File: src/dcrb_pkg.sv
// register map, field layout, reset values and timing counts of the
// device control register bank.
// assumes a single 20 MHz core clock shared by every user of the package.
package dcrb_pkg;

	// ****************************************************************
	// bus and map
	// ****************************************************************
	localparam int ADDR_W = 8;
	localparam int DATA_W = 32;
	// printed offsets are register indices; byte address is four times
	localparam logic [1:0] IDX_WATCHDOG_CONTROL = 2'h0;
	localparam logic [1:0] IDX_POWER_CLOCK_CONTROL = 2'h1;
	localparam logic [1:0] IDX_SLEEP_REQUEST_CONTROL = 2'h2;
	localparam logic [1:0] IDX_MONITOR_STATUS = 2'h3;
	localparam logic [1:0] RESP_OKAY = 2'h0;
	localparam logic [1:0] RESP_SLVERR = 2'h2;

	// ****************************************************************
	// field positions and reset values
	// ****************************************************************
	localparam int WDOG_EN_POS = 7;
	localparam int TIMEOUT_LSB = 0;
	localparam int SLEEP_PERMIT_POS = 7;
	localparam int AUX_REG_EN_POS = 6;
	localparam int SECOND_CONV_EN_POS = 5;
	localparam int CLKOUT_EN_POS = 4;
	localparam int CLKOUT_RATE_POS = 3;
	localparam int SLEEP_REQ_POS = 7;
	localparam int PREV_SLEEP_POS = 7;
	localparam logic [7:0] WATCHDOG_CONTROL_RST = 8'h0F;
	localparam logic [7:0] POWER_CLOCK_CONTROL_RST = 8'h70;
	localparam logic [7:0] SLEEP_REQUEST_CONTROL_RST = 8'h00;
	localparam logic [7:0] MONITOR_STATUS_RST = 8'h00;

	// ****************************************************************
	// timing
	// ****************************************************************
	localparam int CLK_PERIOD_NS = 50;
	localparam int MS_TICK_NS = 1000000;
	localparam int MS_TICK_CYCLES = MS_TICK_NS / CLK_PERIOD_NS;
	// watchdog period in ms for each timeout code 0..15
	localparam logic [9:0] WDOG_PERIOD_MS [16] = '{
		10'h021, 10'h042, 10'h062, 10'h083, 10'h0A4, 10'h0C5, 10'h0E5, 10'h106,
		10'h127, 10'h148, 10'h168, 10'h189, 10'h1AA, 10'h1CB, 10'h1EC, 10'h20C
	};

	// ****************************************************************
	// carriers
	// ****************************************************************
	typedef struct packed {
		logic aux_rail_good;
		logic second_rail_good;
		logic bus_voltage_good;
		logic filter_voltage_good;
		logic crystal_running;
		logic thermal_warning;
		logic thermal_shutdown_seen;
	} dcrb_monitor_s;

	typedef struct packed {
		logic sleep_permit;
		logic aux_regulator_enable;
		logic second_converter_enable;
		logic clock_output_enable;
		logic clock_output_rate_select;
	} dcrb_power_clock_s;

	typedef enum logic [1:0] {
		WR_COLLECT = 2'b01,
		WR_RESP = 2'b10
	} dcrb_wr_state_e;

endpackage

File: src/dcrb_watchdog.sv
// watchdog timer of the device control register bank.
// assumes enable, kick and timeout code come from registers on the same clock.
`timescale 1ns/1ps
module dcrb_watchdog
	import dcrb_pkg::*;
#(
	parameter int MS_CYCLES = MS_TICK_CYCLES
) (
	// clock and reset
	input wire logic aclk,
	input wire logic aresetn,
	// control
	input wire logic enable,
	input wire logic kick,
	input wire logic [3:0] timeout_select,
	// event
	output logic expired
);

	logic [15:0] div_reg;
	logic [9:0] ms_reg;
	logic tick;

	// ****************************************************************
	// millisecond tick
	// ****************************************************************
	assign tick = (div_reg == 16'(MS_CYCLES - 1));

	// divider restarts with each kick so a kick gives a full period
	always_ff @(posedge aclk) begin
		if (!aresetn || !enable || kick || tick) begin
			div_reg <= 16'h0000;
		end else begin
			div_reg <= div_reg + 16'h0001;
		end
	end

	// ****************************************************************
	// period count and event
	// ****************************************************************
	// elapsed ms since last kick; rolls over after each event
	always_ff @(posedge aclk) begin
		if (!aresetn || !enable || kick) begin
			ms_reg <= 10'h000;
		end else if (tick) begin
			if (ms_reg == WDOG_PERIOD_MS[timeout_select] - 10'h001) begin
				ms_reg <= 10'h000;
			end else begin
				ms_reg <= ms_reg + 10'h001;
			end
		end
	end

	// one-cycle pulse when the selected period runs out unrefreshed
	always_ff @(posedge aclk) begin
		if (!aresetn) begin
			expired <= 1'b0;
		end else begin
			expired <= enable && !kick && tick &&
				(ms_reg == WDOG_PERIOD_MS[timeout_select] - 10'h001);
		end
	end

endmodule

File: src/dcrb_top.sv
// device control register bank: watchdog, power and clock enables,
// guarded sleep request and monitor status, behind an AXI4-Lite slave.
// assumes monitor and wake pins are asynchronous; everything else on aclk.
//
// Our own choice: register access over AXI4-Lite.
`timescale 1ns/1ps
module dcrb_top
	import dcrb_pkg::*;
#(
	parameter int MS_CYCLES = MS_TICK_CYCLES
) (
	// clock and reset
	input wire logic aclk,
	input wire logic aresetn,
	// axi4-lite write address
	input wire logic [ADDR_W-1:0] awaddr,
	input wire logic [2:0] awprot,
	input wire logic awvalid,
	output logic awready,
	// axi4-lite write data
	input wire logic [DATA_W-1:0] wdata,
	input wire logic [3:0] wstrb,
	input wire logic wvalid,
	output logic wready,
	// axi4-lite write response
	output logic [1:0] bresp,
	output logic bvalid,
	input wire logic bready,
	// axi4-lite read address
	input wire logic [ADDR_W-1:0] araddr,
	input wire logic [2:0] arprot,
	input wire logic arvalid,
	output logic arready,
	// axi4-lite read data
	output logic [DATA_W-1:0] rdata,
	output logic [1:0] rresp,
	output logic rvalid,
	input wire logic rready,
	// analog monitors and wake pin, asynchronous
	input wire dcrb_monitor_s monitor_in,
	input wire logic resume_event_pin,
	// power and clock controls, sleep state and watchdog event
	output logic aux_regulator_enable,
	output logic second_converter_enable,
	output logic clock_output_enable,
	output logic clock_output_rate_select,
	output logic sleep_mode,
	output logic watchdog_event
);

	// ****************************************************************
	// declarations
	// ****************************************************************
	dcrb_wr_state_e wr_state_reg;
	logic aw_got_reg;
	logic w_got_reg;
	logic [ADDR_W-1:0] waddr_reg;
	logic [7:0] wbyte_reg;
	logic wlane_reg;
	logic do_write;
	logic wr_hit;
	logic [1:0] wr_idx;
	logic wdog_en_reg;
	logic [3:0] timeout_select_reg;
	dcrb_power_clock_s pcc_reg;
	logic sleep_request_reg;
	logic prev_sleep_reg;
	logic wdog_kick;
	dcrb_monitor_s mon_meta_reg;
	dcrb_monitor_s mon_sync_reg;
	logic wake_meta_reg;
	logic wake_sync_reg;
	logic wake_last_reg;
	logic wake_event;

	// ****************************************************************
	// address decode
	// ****************************************************************
	// a word address is mapped when it is one of the four indices
	function automatic logic addr_mapped(input logic [ADDR_W-1:0] addr);
		return addr[ADDR_W-1:4] == '0;
	endfunction

	function automatic logic [1:0] addr_index(input logic [ADDR_W-1:0] addr);
		return addr[3:2];
	endfunction

	// ****************************************************************
	// write channel
	// ****************************************************************
	// write fires once both halves are held, in whichever order they came
	assign do_write = (wr_state_reg == WR_COLLECT) && aw_got_reg && w_got_reg;
	assign wr_idx = addr_index(waddr_reg);
	assign wr_hit = do_write && addr_mapped(waddr_reg) && wlane_reg;
	assign wdog_kick = wr_hit && (wr_idx == IDX_WATCHDOG_CONTROL) && wbyte_reg[WDOG_EN_POS];

	// write sequencing
	always_ff @(posedge aclk) begin
		if (!aresetn) begin
			wr_state_reg <= WR_COLLECT;
		end else begin
			unique case (wr_state_reg)
				WR_COLLECT: begin
					if (do_write) begin
						wr_state_reg <= WR_RESP;
					end
				end
				WR_RESP: begin
					if (bready) begin
						wr_state_reg <= WR_COLLECT;
					end
				end
			endcase
		end
	end

	// address half; ready drops once taken until the response completes
	always_ff @(posedge aclk) begin
		if (!aresetn) begin
			aw_got_reg <= 1'b0;
			awready <= 1'b0;
			waddr_reg <= '0;
		end else if (awvalid && awready) begin
			aw_got_reg <= 1'b1;
			awready <= 1'b0;
			waddr_reg <= awaddr;
		end else if (wr_state_reg == WR_RESP && bready) begin
			aw_got_reg <= 1'b0;
			awready <= 1'b1;
		end else if (wr_state_reg == WR_COLLECT && !aw_got_reg) begin
			awready <= 1'b1;
		end
	end

	// data half; only byte lane 0 carries register bits
	always_ff @(posedge aclk) begin
		if (!aresetn) begin
			w_got_reg <= 1'b0;
			wready <= 1'b0;
			wbyte_reg <= 8'h00;
			wlane_reg <= 1'b0;
		end else if (wvalid && wready) begin
			w_got_reg <= 1'b1;
			wready <= 1'b0;
			wbyte_reg <= wdata[7:0];
			wlane_reg <= wstrb[0];
		end else if (wr_state_reg == WR_RESP && bready) begin
			w_got_reg <= 1'b0;
			wready <= 1'b1;
		end else if (wr_state_reg == WR_COLLECT && !w_got_reg) begin
			wready <= 1'b1;
		end
	end

	// response; unmapped writes are refused with slverr, status write is ignored
	always_ff @(posedge aclk) begin
		if (!aresetn) begin
			bvalid <= 1'b0;
			bresp <= RESP_OKAY;
		end else if (do_write) begin
			bvalid <= 1'b1;
			bresp <= addr_mapped(waddr_reg) ? RESP_OKAY : RESP_SLVERR;
		end else if (bvalid && bready) begin
			bvalid <= 1'b0;
		end
	end

	// ****************************************************************
	// control registers
	// ****************************************************************
	// watchdog control; reserved bits 6..4 are not stored
	always_ff @(posedge aclk) begin
		if (!aresetn) begin
			wdog_en_reg <= WATCHDOG_CONTROL_RST[WDOG_EN_POS];
			timeout_select_reg <= WATCHDOG_CONTROL_RST[TIMEOUT_LSB+:4];
		end else if (wr_hit && wr_idx == IDX_WATCHDOG_CONTROL) begin
			wdog_en_reg <= wbyte_reg[WDOG_EN_POS];
			timeout_select_reg <= wbyte_reg[TIMEOUT_LSB+:4];
		end
	end

	// power and clock control; bits 2..0 dropped as reserved
	always_ff @(posedge aclk) begin
		if (!aresetn) begin
			pcc_reg <= POWER_CLOCK_CONTROL_RST[7:3];
		end else if (wr_hit && wr_idx == IDX_POWER_CLOCK_CONTROL) begin
			pcc_reg <= wbyte_reg[7:3];
		end
	end

	// drive pins straight from the stored fields
	assign aux_regulator_enable = pcc_reg.aux_regulator_enable;
	assign second_converter_enable = pcc_reg.second_converter_enable;
	assign clock_output_enable = pcc_reg.clock_output_enable;
	assign clock_output_rate_select = pcc_reg.clock_output_rate_select;

	// sleep request bit; a wake clears it so the next entry needs a fresh write
	always_ff @(posedge aclk) begin
		if (!aresetn) begin
			sleep_request_reg <= SLEEP_REQUEST_CONTROL_RST[SLEEP_REQ_POS];
		end else if (wr_hit && wr_idx == IDX_SLEEP_REQUEST_CONTROL) begin
			sleep_request_reg <= wbyte_reg[SLEEP_REQ_POS];
		end else if (sleep_mode && wake_event) begin
			sleep_request_reg <= 1'b0;
		end
	end

	// ****************************************************************
	// sleep mode
	// ****************************************************************
	// entry needs the permit already set; the permit alone does nothing
	always_ff @(posedge aclk) begin
		if (!aresetn) begin
			sleep_mode <= 1'b0;
		end else if (!sleep_mode) begin
			if (wr_hit && wr_idx == IDX_SLEEP_REQUEST_CONTROL &&
				wbyte_reg[SLEEP_REQ_POS] && pcc_reg.sleep_permit) begin
				sleep_mode <= 1'b1;
			end
		end else if (wake_event) begin
			sleep_mode <= 1'b0;
		end
	end

	// remembers that the device has been asleep, until the next reset
	always_ff @(posedge aclk) begin
		if (!aresetn) begin
			prev_sleep_reg <= MONITOR_STATUS_RST[PREV_SLEEP_POS];
		end else if (sleep_mode && wake_event) begin
			prev_sleep_reg <= 1'b1;
		end
	end

	// ****************************************************************
	// pin synchronisers
	// ****************************************************************
	// two flops per pin; the edge detector reads the second and a third flop holding its delayed copy
	always_ff @(posedge aclk) begin
		if (!aresetn) begin
			mon_meta_reg <= '0;
			mon_sync_reg <= '0;
			wake_meta_reg <= 1'b0;
			wake_sync_reg <= 1'b0;
			wake_last_reg <= 1'b0;
		end else begin
			mon_meta_reg <= monitor_in;
			mon_sync_reg <= mon_meta_reg;
			wake_meta_reg <= resume_event_pin;
			wake_sync_reg <= wake_meta_reg;
			wake_last_reg <= wake_sync_reg;
		end
	end

	// rising edge, so a pin held high does not cancel the next sleep
	assign wake_event = wake_sync_reg && !wake_last_reg;

	// ****************************************************************
	// watchdog
	// ****************************************************************
	dcrb_watchdog #(
		.MS_CYCLES(MS_CYCLES)
	) u_watchdog (
		.aclk(aclk),
		.aresetn(aresetn),
		.enable(wdog_en_reg),
		.kick(wdog_kick),
		.timeout_select(timeout_select_reg),
		.expired(watchdog_event)
	);

	// ****************************************************************
	// read channel
	// ****************************************************************
	// read data is sampled at the address handshake; no read changes state
	function automatic logic [7:0] read_byte(input logic [1:0] idx);
		logic [7:0] v;
		v = 8'h00;
		unique case (idx)
			IDX_WATCHDOG_CONTROL: begin
				v[WDOG_EN_POS] = wdog_en_reg;
				v[TIMEOUT_LSB+:4] = timeout_select_reg;
			end
			IDX_POWER_CLOCK_CONTROL: begin
				v[7:3] = pcc_reg;
			end
			IDX_SLEEP_REQUEST_CONTROL: begin
				v[SLEEP_REQ_POS] = sleep_request_reg;
			end
			IDX_MONITOR_STATUS: begin
				v = {prev_sleep_reg, mon_sync_reg};
			end
		endcase
		return v;
	endfunction

	// one read in flight; arready returns once the data is taken
	always_ff @(posedge aclk) begin
		if (!aresetn) begin
			arready <= 1'b0;
		end else if (arvalid && arready) begin
			arready <= 1'b0;
		end else if (!rvalid || rready) begin
			arready <= 1'b1;
		end
	end

	// answer the cycle after the handshake
	always_ff @(posedge aclk) begin
		if (!aresetn) begin
			rvalid <= 1'b0;
			rdata <= '0;
			rresp <= RESP_OKAY;
		end else if (arvalid && arready) begin
			rvalid <= 1'b1;
			rdata <= {24'h000000, addr_mapped(araddr) ? read_byte(addr_index(araddr)) : 8'h00};
			rresp <= addr_mapped(araddr) ? RESP_OKAY : RESP_SLVERR;
		end else if (rvalid && rready) begin
			rvalid <= 1'b0;
		end
	end

endmodule

File: config.mk
export PLATFORM = sky130hd
export DESIGN_NAME = dcrb_top
export DESIGN_NICKNAME = d
export VERILOG_FILES = /design/src/dcrb_pkg.sv /design/src/dcrb_watchdog.sv /design/src/dcrb_top.sv
export SDC_FILE = /design/constraint.sdc
export NUM_CORES = 1
export LEC_CHECK = 0
export CAP_MARGIN = 20
export CORE_MARGIN = 3
export CORE_UTILIZATION = 35
export CTS_CLUSTER_DIAMETER = 80
export DETAILED_ROUTE_END_ITERATION = 7
export DONT_BUFFER_PORTS = 1
export PLACE_DENSITY_LB_ADDON = 0.2
export SYNTH_ARGS = -nofsm -noshare
export SYNTH_HDL_FRONTEND = slang
export SYNTH_SLANG_ARGS = --single-unit
File: constraint.sdc
create_clock -name aclk -period 3.3 [get_ports aclk]
set_input_delay 0.99 -clock aclk [delete_from_list [all_inputs] [get_ports aclk]]
set_output_delay 0.99 -clock aclk [all_outputs]
set_load 0.01 [all_outputs]
* Word-level counts from Yosys, hierarchy flattened *
Memory sizes are Yosys's and may differ from the RTL's.
Index checks and enable logic that the tools add are counted.

storage, ports and cells
  register bits = 95
  bits in read-only memories = 160
  output and inout port bits = 47
  logic and storage cells = 140
  bits of input ports = 73
  memories kept = 1

memory list
  name             words  bits a word  rd ports  clocked after memory_dff  wr ports  RTL line             RTL
  (no name shown)  16     10           1         0                         0         dcrb_watchdog.sv:46  if (ms_reg == WDOG_PERIOD_MS[timeout_select] - 10'h001) begin

cells by class
  magnitude comparators = 1
  reduce and logical (&&, ||, !) cells = 49
  multiplexer cells = 29
  add/sub/neg operators = 3
  equality and inequality tests = 11
  bitwise gates (word level) = 2

operators by type and width
  kind                                                                     count
  10-bit 2-to-1 mux                                                        3
  1-bit logical AND                                                        23
  16-bit by 1-bit adder with 16-bit output, second input constant          1
  16-bit by 15-bit equality test with 1-bit output, second input constant  1
  1-bit 2-to-1 mux                                                         16
  2-bit nonzero test                                                       7
  3-bit one-hot mux with 2 select lines                                    2
  10-bit by 1-bit adder with 10-bit output, second input constant          1
  10-bit equality test                                                     1
  10-bit by 1-bit subtractor with 10-bit output, second input constant     1
  2-bit equality test, second input constant                               4
  4-bit logical NOT                                                        2
  2-bit 2-to-1 mux                                                         4
  8-bit 2-to-1 mux                                                         1
  1-bit logical NOT                                                        7
  2-bit by 1-bit equality test with 1-bit output, second input constant    3
  2-bit OR reduction                                                       3
  5-bit greater-or-equal comparator, second input constant                 1
  4-bit NOT with 5-bit output                                              1
  2-bit logical NOT                                                        2
  1-bit logical OR                                                         4
  2-bit inequality test, second input constant                             2
  1-bit one-hot mux with 4 select lines                                    1
  2-bit one-hot mux with 2 select lines                                    1
  3 further kinds                                                          3

* Depth between registers and ports, before layout *
  depth in word-level cells = 11
  gate-level depth with buffers = 14
  gate-level depth less buffers = 13

* Modules after synthesis *
From an unflattened synthesis, not the netlist that was laid out.

unflattened totals
  cell total of the unflattened synthesis = 470
  area total of the unflattened synthesis = 4,270.3 um^2

by module, submodules not included
  module         area an instance (um^2)  cells an instance  times used
  dcrb_top       2,575.0                  279                1
  dcrb_watchdog  1,695.4                  191                1

* Worst setup path before layout *
OpenSTA, ideal clock, no wires.

  kind = reg2reg
  start point = register timeout_select_reg[1]
  end point = register u_watchdog.expired
  clock period less this slack = 2.966 ns
  setup time = 0.061 ns
  cell stages (with the launch flop) = 13
  arrival = 2.905 ns
  path slack = 0.334 ns
  buffers on the path = 1
  cell sequence = dfxtp_1 -> inv_1 -> ha_1 -> mux4_2 -> ha_1 -> xor2_1 -> nand3_1 -> a2111oi_1 -> nand3_1 -> nor4_4 -> and2_1 -> buf_6 -> nor2b_4

on the way
  word-level cells in the longest chain between the ends = 7

RTL lines
  what                                               RTL line             RTL
  from (decl)                                        dcrb_top.sv:64       logic [3:0] timeout_select_reg;
  from (signal assigned)                             dcrb_top.sv:175      timeout_select_reg <= WATCHDOG_CONTROL_RST[TIMEOUT_LSB+:4];
  from (signal assigned)                             dcrb_top.sv:178      timeout_select_reg <= wbyte_reg[TIMEOUT_LSB+:4];
  4-bit NOT with 5-bit output (implied by the code)  dcrb_watchdog.sv:60  (ms_reg == WDOG_PERIOD_MS[timeout_select] - 10'h001);
  memory read 16 x 10 bit                            n/a
  10-bit 2-to-1 mux (2 in series)                    n/a
  10-bit by 1-bit subtractor with 10-bit output      n/a
  10-bit equality test                               n/a
  1-bit logical AND                                  dcrb_watchdog.sv:59  expired <= enable && !kick && tick &&
  to (signal assigned)                               dcrb_watchdog.sv:59
  to (decl)                                          dcrb_watchdog.sv:17  output logic expired

Every way passes these cells. The select of a mux whose other input is x is not followed.
A chain may end at the register's enable or synchronous reset.

* Worst setup path in the final report *
  start point = register timeout_select_reg[0]
  end point = register u_watchdog.ms_reg[3]

on the way
  word-level cells in the longest chain between the ends = 7

RTL lines
  what                                                   RTL line             RTL
  4-bit NOT with 5-bit output (implied by the code)      dcrb_watchdog.sv:46
  memory read 16 x 10 bit                                n/a
  10-bit 2-to-1 mux (implied by the code) (2 in series)  dcrb_watchdog.sv:46
  10-bit by 1-bit subtractor with 10-bit output          dcrb_watchdog.sv:46
  10-bit equality test                                   dcrb_watchdog.sv:46
  10-bit 2-to-1 mux                                      dcrb_watchdog.sv:46
  to (signal assigned)                                   dcrb_watchdog.sv:49  ms_reg <= ms_reg + 10'h001;
  to (decl)                                              dcrb_watchdog.sv:21  logic [9:0] ms_reg;

Every way passes these cells. The select of a mux whose other input is x is not followed.

==> impl_metrics.env <==
export IMPL_status="finished, final reports clean"
export IMPL_grt_start_max_net_pins=58
export IMPL_synth_area_um2=4232
export IMPL_grt_usage=0.1277
export IMPL_place_area_um2=4310
export IMPL_power_density_nw_per_um2=524.7
export IMPL_synth_common_cells="dfxtp_1, nand2_1, nor2_1"
export IMPL_crit_chain="inv_1 -> ha_2 -> inv_1 -> mux4_2 -> ha_1 -> xor2_1 -> nand3_1 -> a2111oi_2 -> nand3_1 -> nor4_4 -> buf_4 -> a211oi_1 -> a21o_1"
export IMPL_syn_area_per_cell_um2=8.965
export IMPL_async_flop_share=0
export IMPL_place_congestion=0.7701
export IMPL_whs_ps=434.6
export IMPL_ir_worst_vdd_mv=0.2984
export IMPL_hold_class="flip-flop to flip-flop"
export IMPL_worstSetupPathDepth=13
export IMPL_drtAntennaViolNets=0
export IMPL_numCtsBuffers=9
export IMPL_io_buffers=0
export IMPL_setup_tns_ps=0
export IMPL_io_pins=120
export IMPL_area_delta_synth_final_pct=10.67
export IMPL_tritoncts="built"
export IMPL_drt_pass1_iterations=4
export IMPL_clkTransAtPathRegs_ps=70
export IMPL_p_clk_frac=0.503
export IMPL_die_h_um=116.0
export IMPL_rsz0062_at_grt="no"
export IMPL_syn_instance_count=472
export IMPL_holdPathStages=1
export IMPL_synthSimpleGateAreaFrac=0.2451
export IMPL_synthAdderAreaFrac=0.04435
export IMPL_antenna_found_initial=0
export IMPL_ctsLongestPathBuffers=2
export IMPL_h_tree_depth=3
export IMPL_synth_seq_cells=91
export IMPL_yosys_warnings=0
export IMPL_path_buf_inv=3
export IMPL_cts_sinks=91
export IMPL_hold_viol=0
export IMPL_muxShareOfSynthArea=0.02661
export IMPL_path_max_fanout=5
export IMPL_routed_wl_mm=8.239
export IMPL_ys_flop_type="dfxtp_1"
export IMPL_ys_types=57
export IMPL_max_cap_violations=0
export IMPL_stdcell_count=624
export IMPL_largest_reg_flops=16
export IMPL_finClkSkew_ps=7.050
export IMPL_clock_latency_ps=340
export IMPL_finalInstanceArea_um2=4683
export IMPL_synth_top_area_share=0.4305
export IMPL_fp_row_count=39
export IMPL_intPower_mw=1.973
export IMPL_start_util=0.3644
export IMPL_wl_per_cell_um=13.20
export IMPL_p_sw_uw=484.4
export IMPL_r2r_cells=13
export IMPL_power_frac_comb=0.031
export IMPL_synth_xor_area_frac=0.06209
export IMPL_worstSetupPathType="flip-flop to flip-flop"
export IMPL_n_fill_cell=1141
export IMPL_p_sw_frac=0.1971
export IMPL_yosysMostFrequentCell="dfxtp_1"
export IMPL_p_seq_frac=0.466
export IMPL_register_area_um2=1822
export IMPL_synth_compound_gate_area_share=0.1162
export IMPL_fmax_mhz=332.2
export IMPL_synth_edf_count=0
export IMPL_total_power_mw=2.457
export IMPL_drc=0
export IMPL_drt_initial_drc_count=140
export IMPL_start_kind="flip-flop"
export IMPL_period_needed_ps=3010
export IMPL_yosys_top_cells_area="dfxtp_1, nand2_1, buf_4, ha_1, xor2_1"
export IMPL_grt_overflow=0
export IMPL_diodes=0
export IMPL_dieArea_um2=13450
export IMPL_cellLeakagePower_nw=1.816
export IMPL_place_inst=608
export IMPL_synth_top_family_by_area="simple AND/OR/NAND/NOR gates"
export IMPL_vias=3010
export IMPL_cp_slowest_stage_delay_ps=500
export IMPL_drive_gt1_frac=0.09148
export IMPL_critPathArrivalTime_ps=3250
export IMPL_fp_coreArea_um2=11610
export IMPL_layout_nets=564
export IMPL_root_buffer="clkbuf_16"
export IMPL_viasPerCell=4.824
export IMPL_yosysSeqAreaShare=0.4305
export IMPL_grt_pass1_vias=2769
export IMPL_slew_headroom=0.6586
export IMPL_crit_family="simple AND/OR/NAND/NOR gates"
export IMPL_fin_crit_sh=0.9123
export IMPL_setup_viol=0
export IMPL_post_cts_buffers=0
export IMPL_slew_violations=0
export IMPL_die_x_um=116.0
export IMPL_critPathCaptureType="flip-flop"
export IMPL_grt_pass1_wl_mm=13.38
export IMPL_multi_input_area_um2=2198
export IMPL_cp_required_ps=3540
export IMPL_critPathSlowestCell="mux4_2"
export IMPL_tightest_slew_ps=504.9
export IMPL_dpl_hpwl_mm=6.321
export IMPL_yosysTopAreaCell="dfxtp_1"
==> metrics by stage <==
stage	setup WS (ps)	util
5_1_grt	32.18	0.4033
6_report	289.5	0.4033
3_5_place_dp	120.8	0.3711
4_1_cts	90.65	0.4025
3_3_place_gp	142.3	0.3711
2_1_floorplan	334.1	-
==> area by class of cell <==
type                       instances  area share
multi-input combinational        353      0.4694
sequential                        91      0.3890
clock buffer                       9     0.04809
tap                              143     0.03820
clock inverter                     7     0.02966
timing repair buffer              11     0.01763
inverter                          10    0.008015
==> cells by family after synthesis <==
group / count (synthesis)
XOR/XNOR: 30
AND/OR/NAND/NOR: 205
adder cells (fa/ha/maj): 15
other: 1
AO/OA/AOI/OAI: 67
flip-flops: 91
buffers and inverters: 53
multiplexers: 10
==> power by group through the flow <==
stage,Combinational (mW),Sequential (mW),Clock (mW)
CTS,0.0770,1.15,1.28
floorplan,0.0979,1.16,0
detailed placement,0.0769,1.17,0
global route,0.0896,1.15,1.32
finish,0.0764,1.15,1.23
global placement,0.0753,1.17,0
==> timing repair <==
action | 4_1_cts | 5_1_grt
gates resized for setup | 0 | 3
hold buffers | 0 | 0
endpoints found under the setup margin | 0 | 11
==> per-layer routing <==
metal  global-route usage  wire, µm  up-vias
met4              0.05259       129        0
met3              0.04961       464       13
li1                     -         -     1554
met1               0.1572      3775     1382
met2               0.2002      3869       61
met5                    0         0        -
==> placed cells by master (no fill, tap or decap), types with 8 or more instances in the layout <==
cell type | synthesis | routed
clkbuf_16 | 0 | 9
nand2_1 | 74 | 74
nor2_1 | 32 | 32
and2_1 | 23 | 22
mux2i_1 | 9 | 9
a21oi_1 | 9 | 9
nand2b_1 | 8 | 8
ha_1 | 15 | 14
buf_4 | 28 | 11
nand3_1 | 21 | 21
xor2_1 | 17 | 17
a21boi_0 | 19 | 19
inv_1 | 10 | 10
dfxtp_1 | 91 | 91
conb_1 | 1 | 26
xnor2_1 | 13 | 13
==> final timing paths <==
path                                                    startpoint                                end  slack (ps)
worst min register to register          mon_meta_reg[0]$_SDFF_PN0_         mon_sync_reg[0]$_SDFF_PN0_         430
worst min-delay path                    mon_meta_reg[0]$_SDFF_PN0_         mon_sync_reg[0]$_SDFF_PN0_         430
worst max-delay path            timeout_select_reg[0]$_SDFFE_PN1P_  u_watchdog.ms_reg[3]$_SDFFE_PP0N_         290
worst max register to register  timeout_select_reg[0]$_SDFFE_PN1P_  u_watchdog.ms_reg[3]$_SDFFE_PP0N_         290
(Power assumes the default switching activity.)
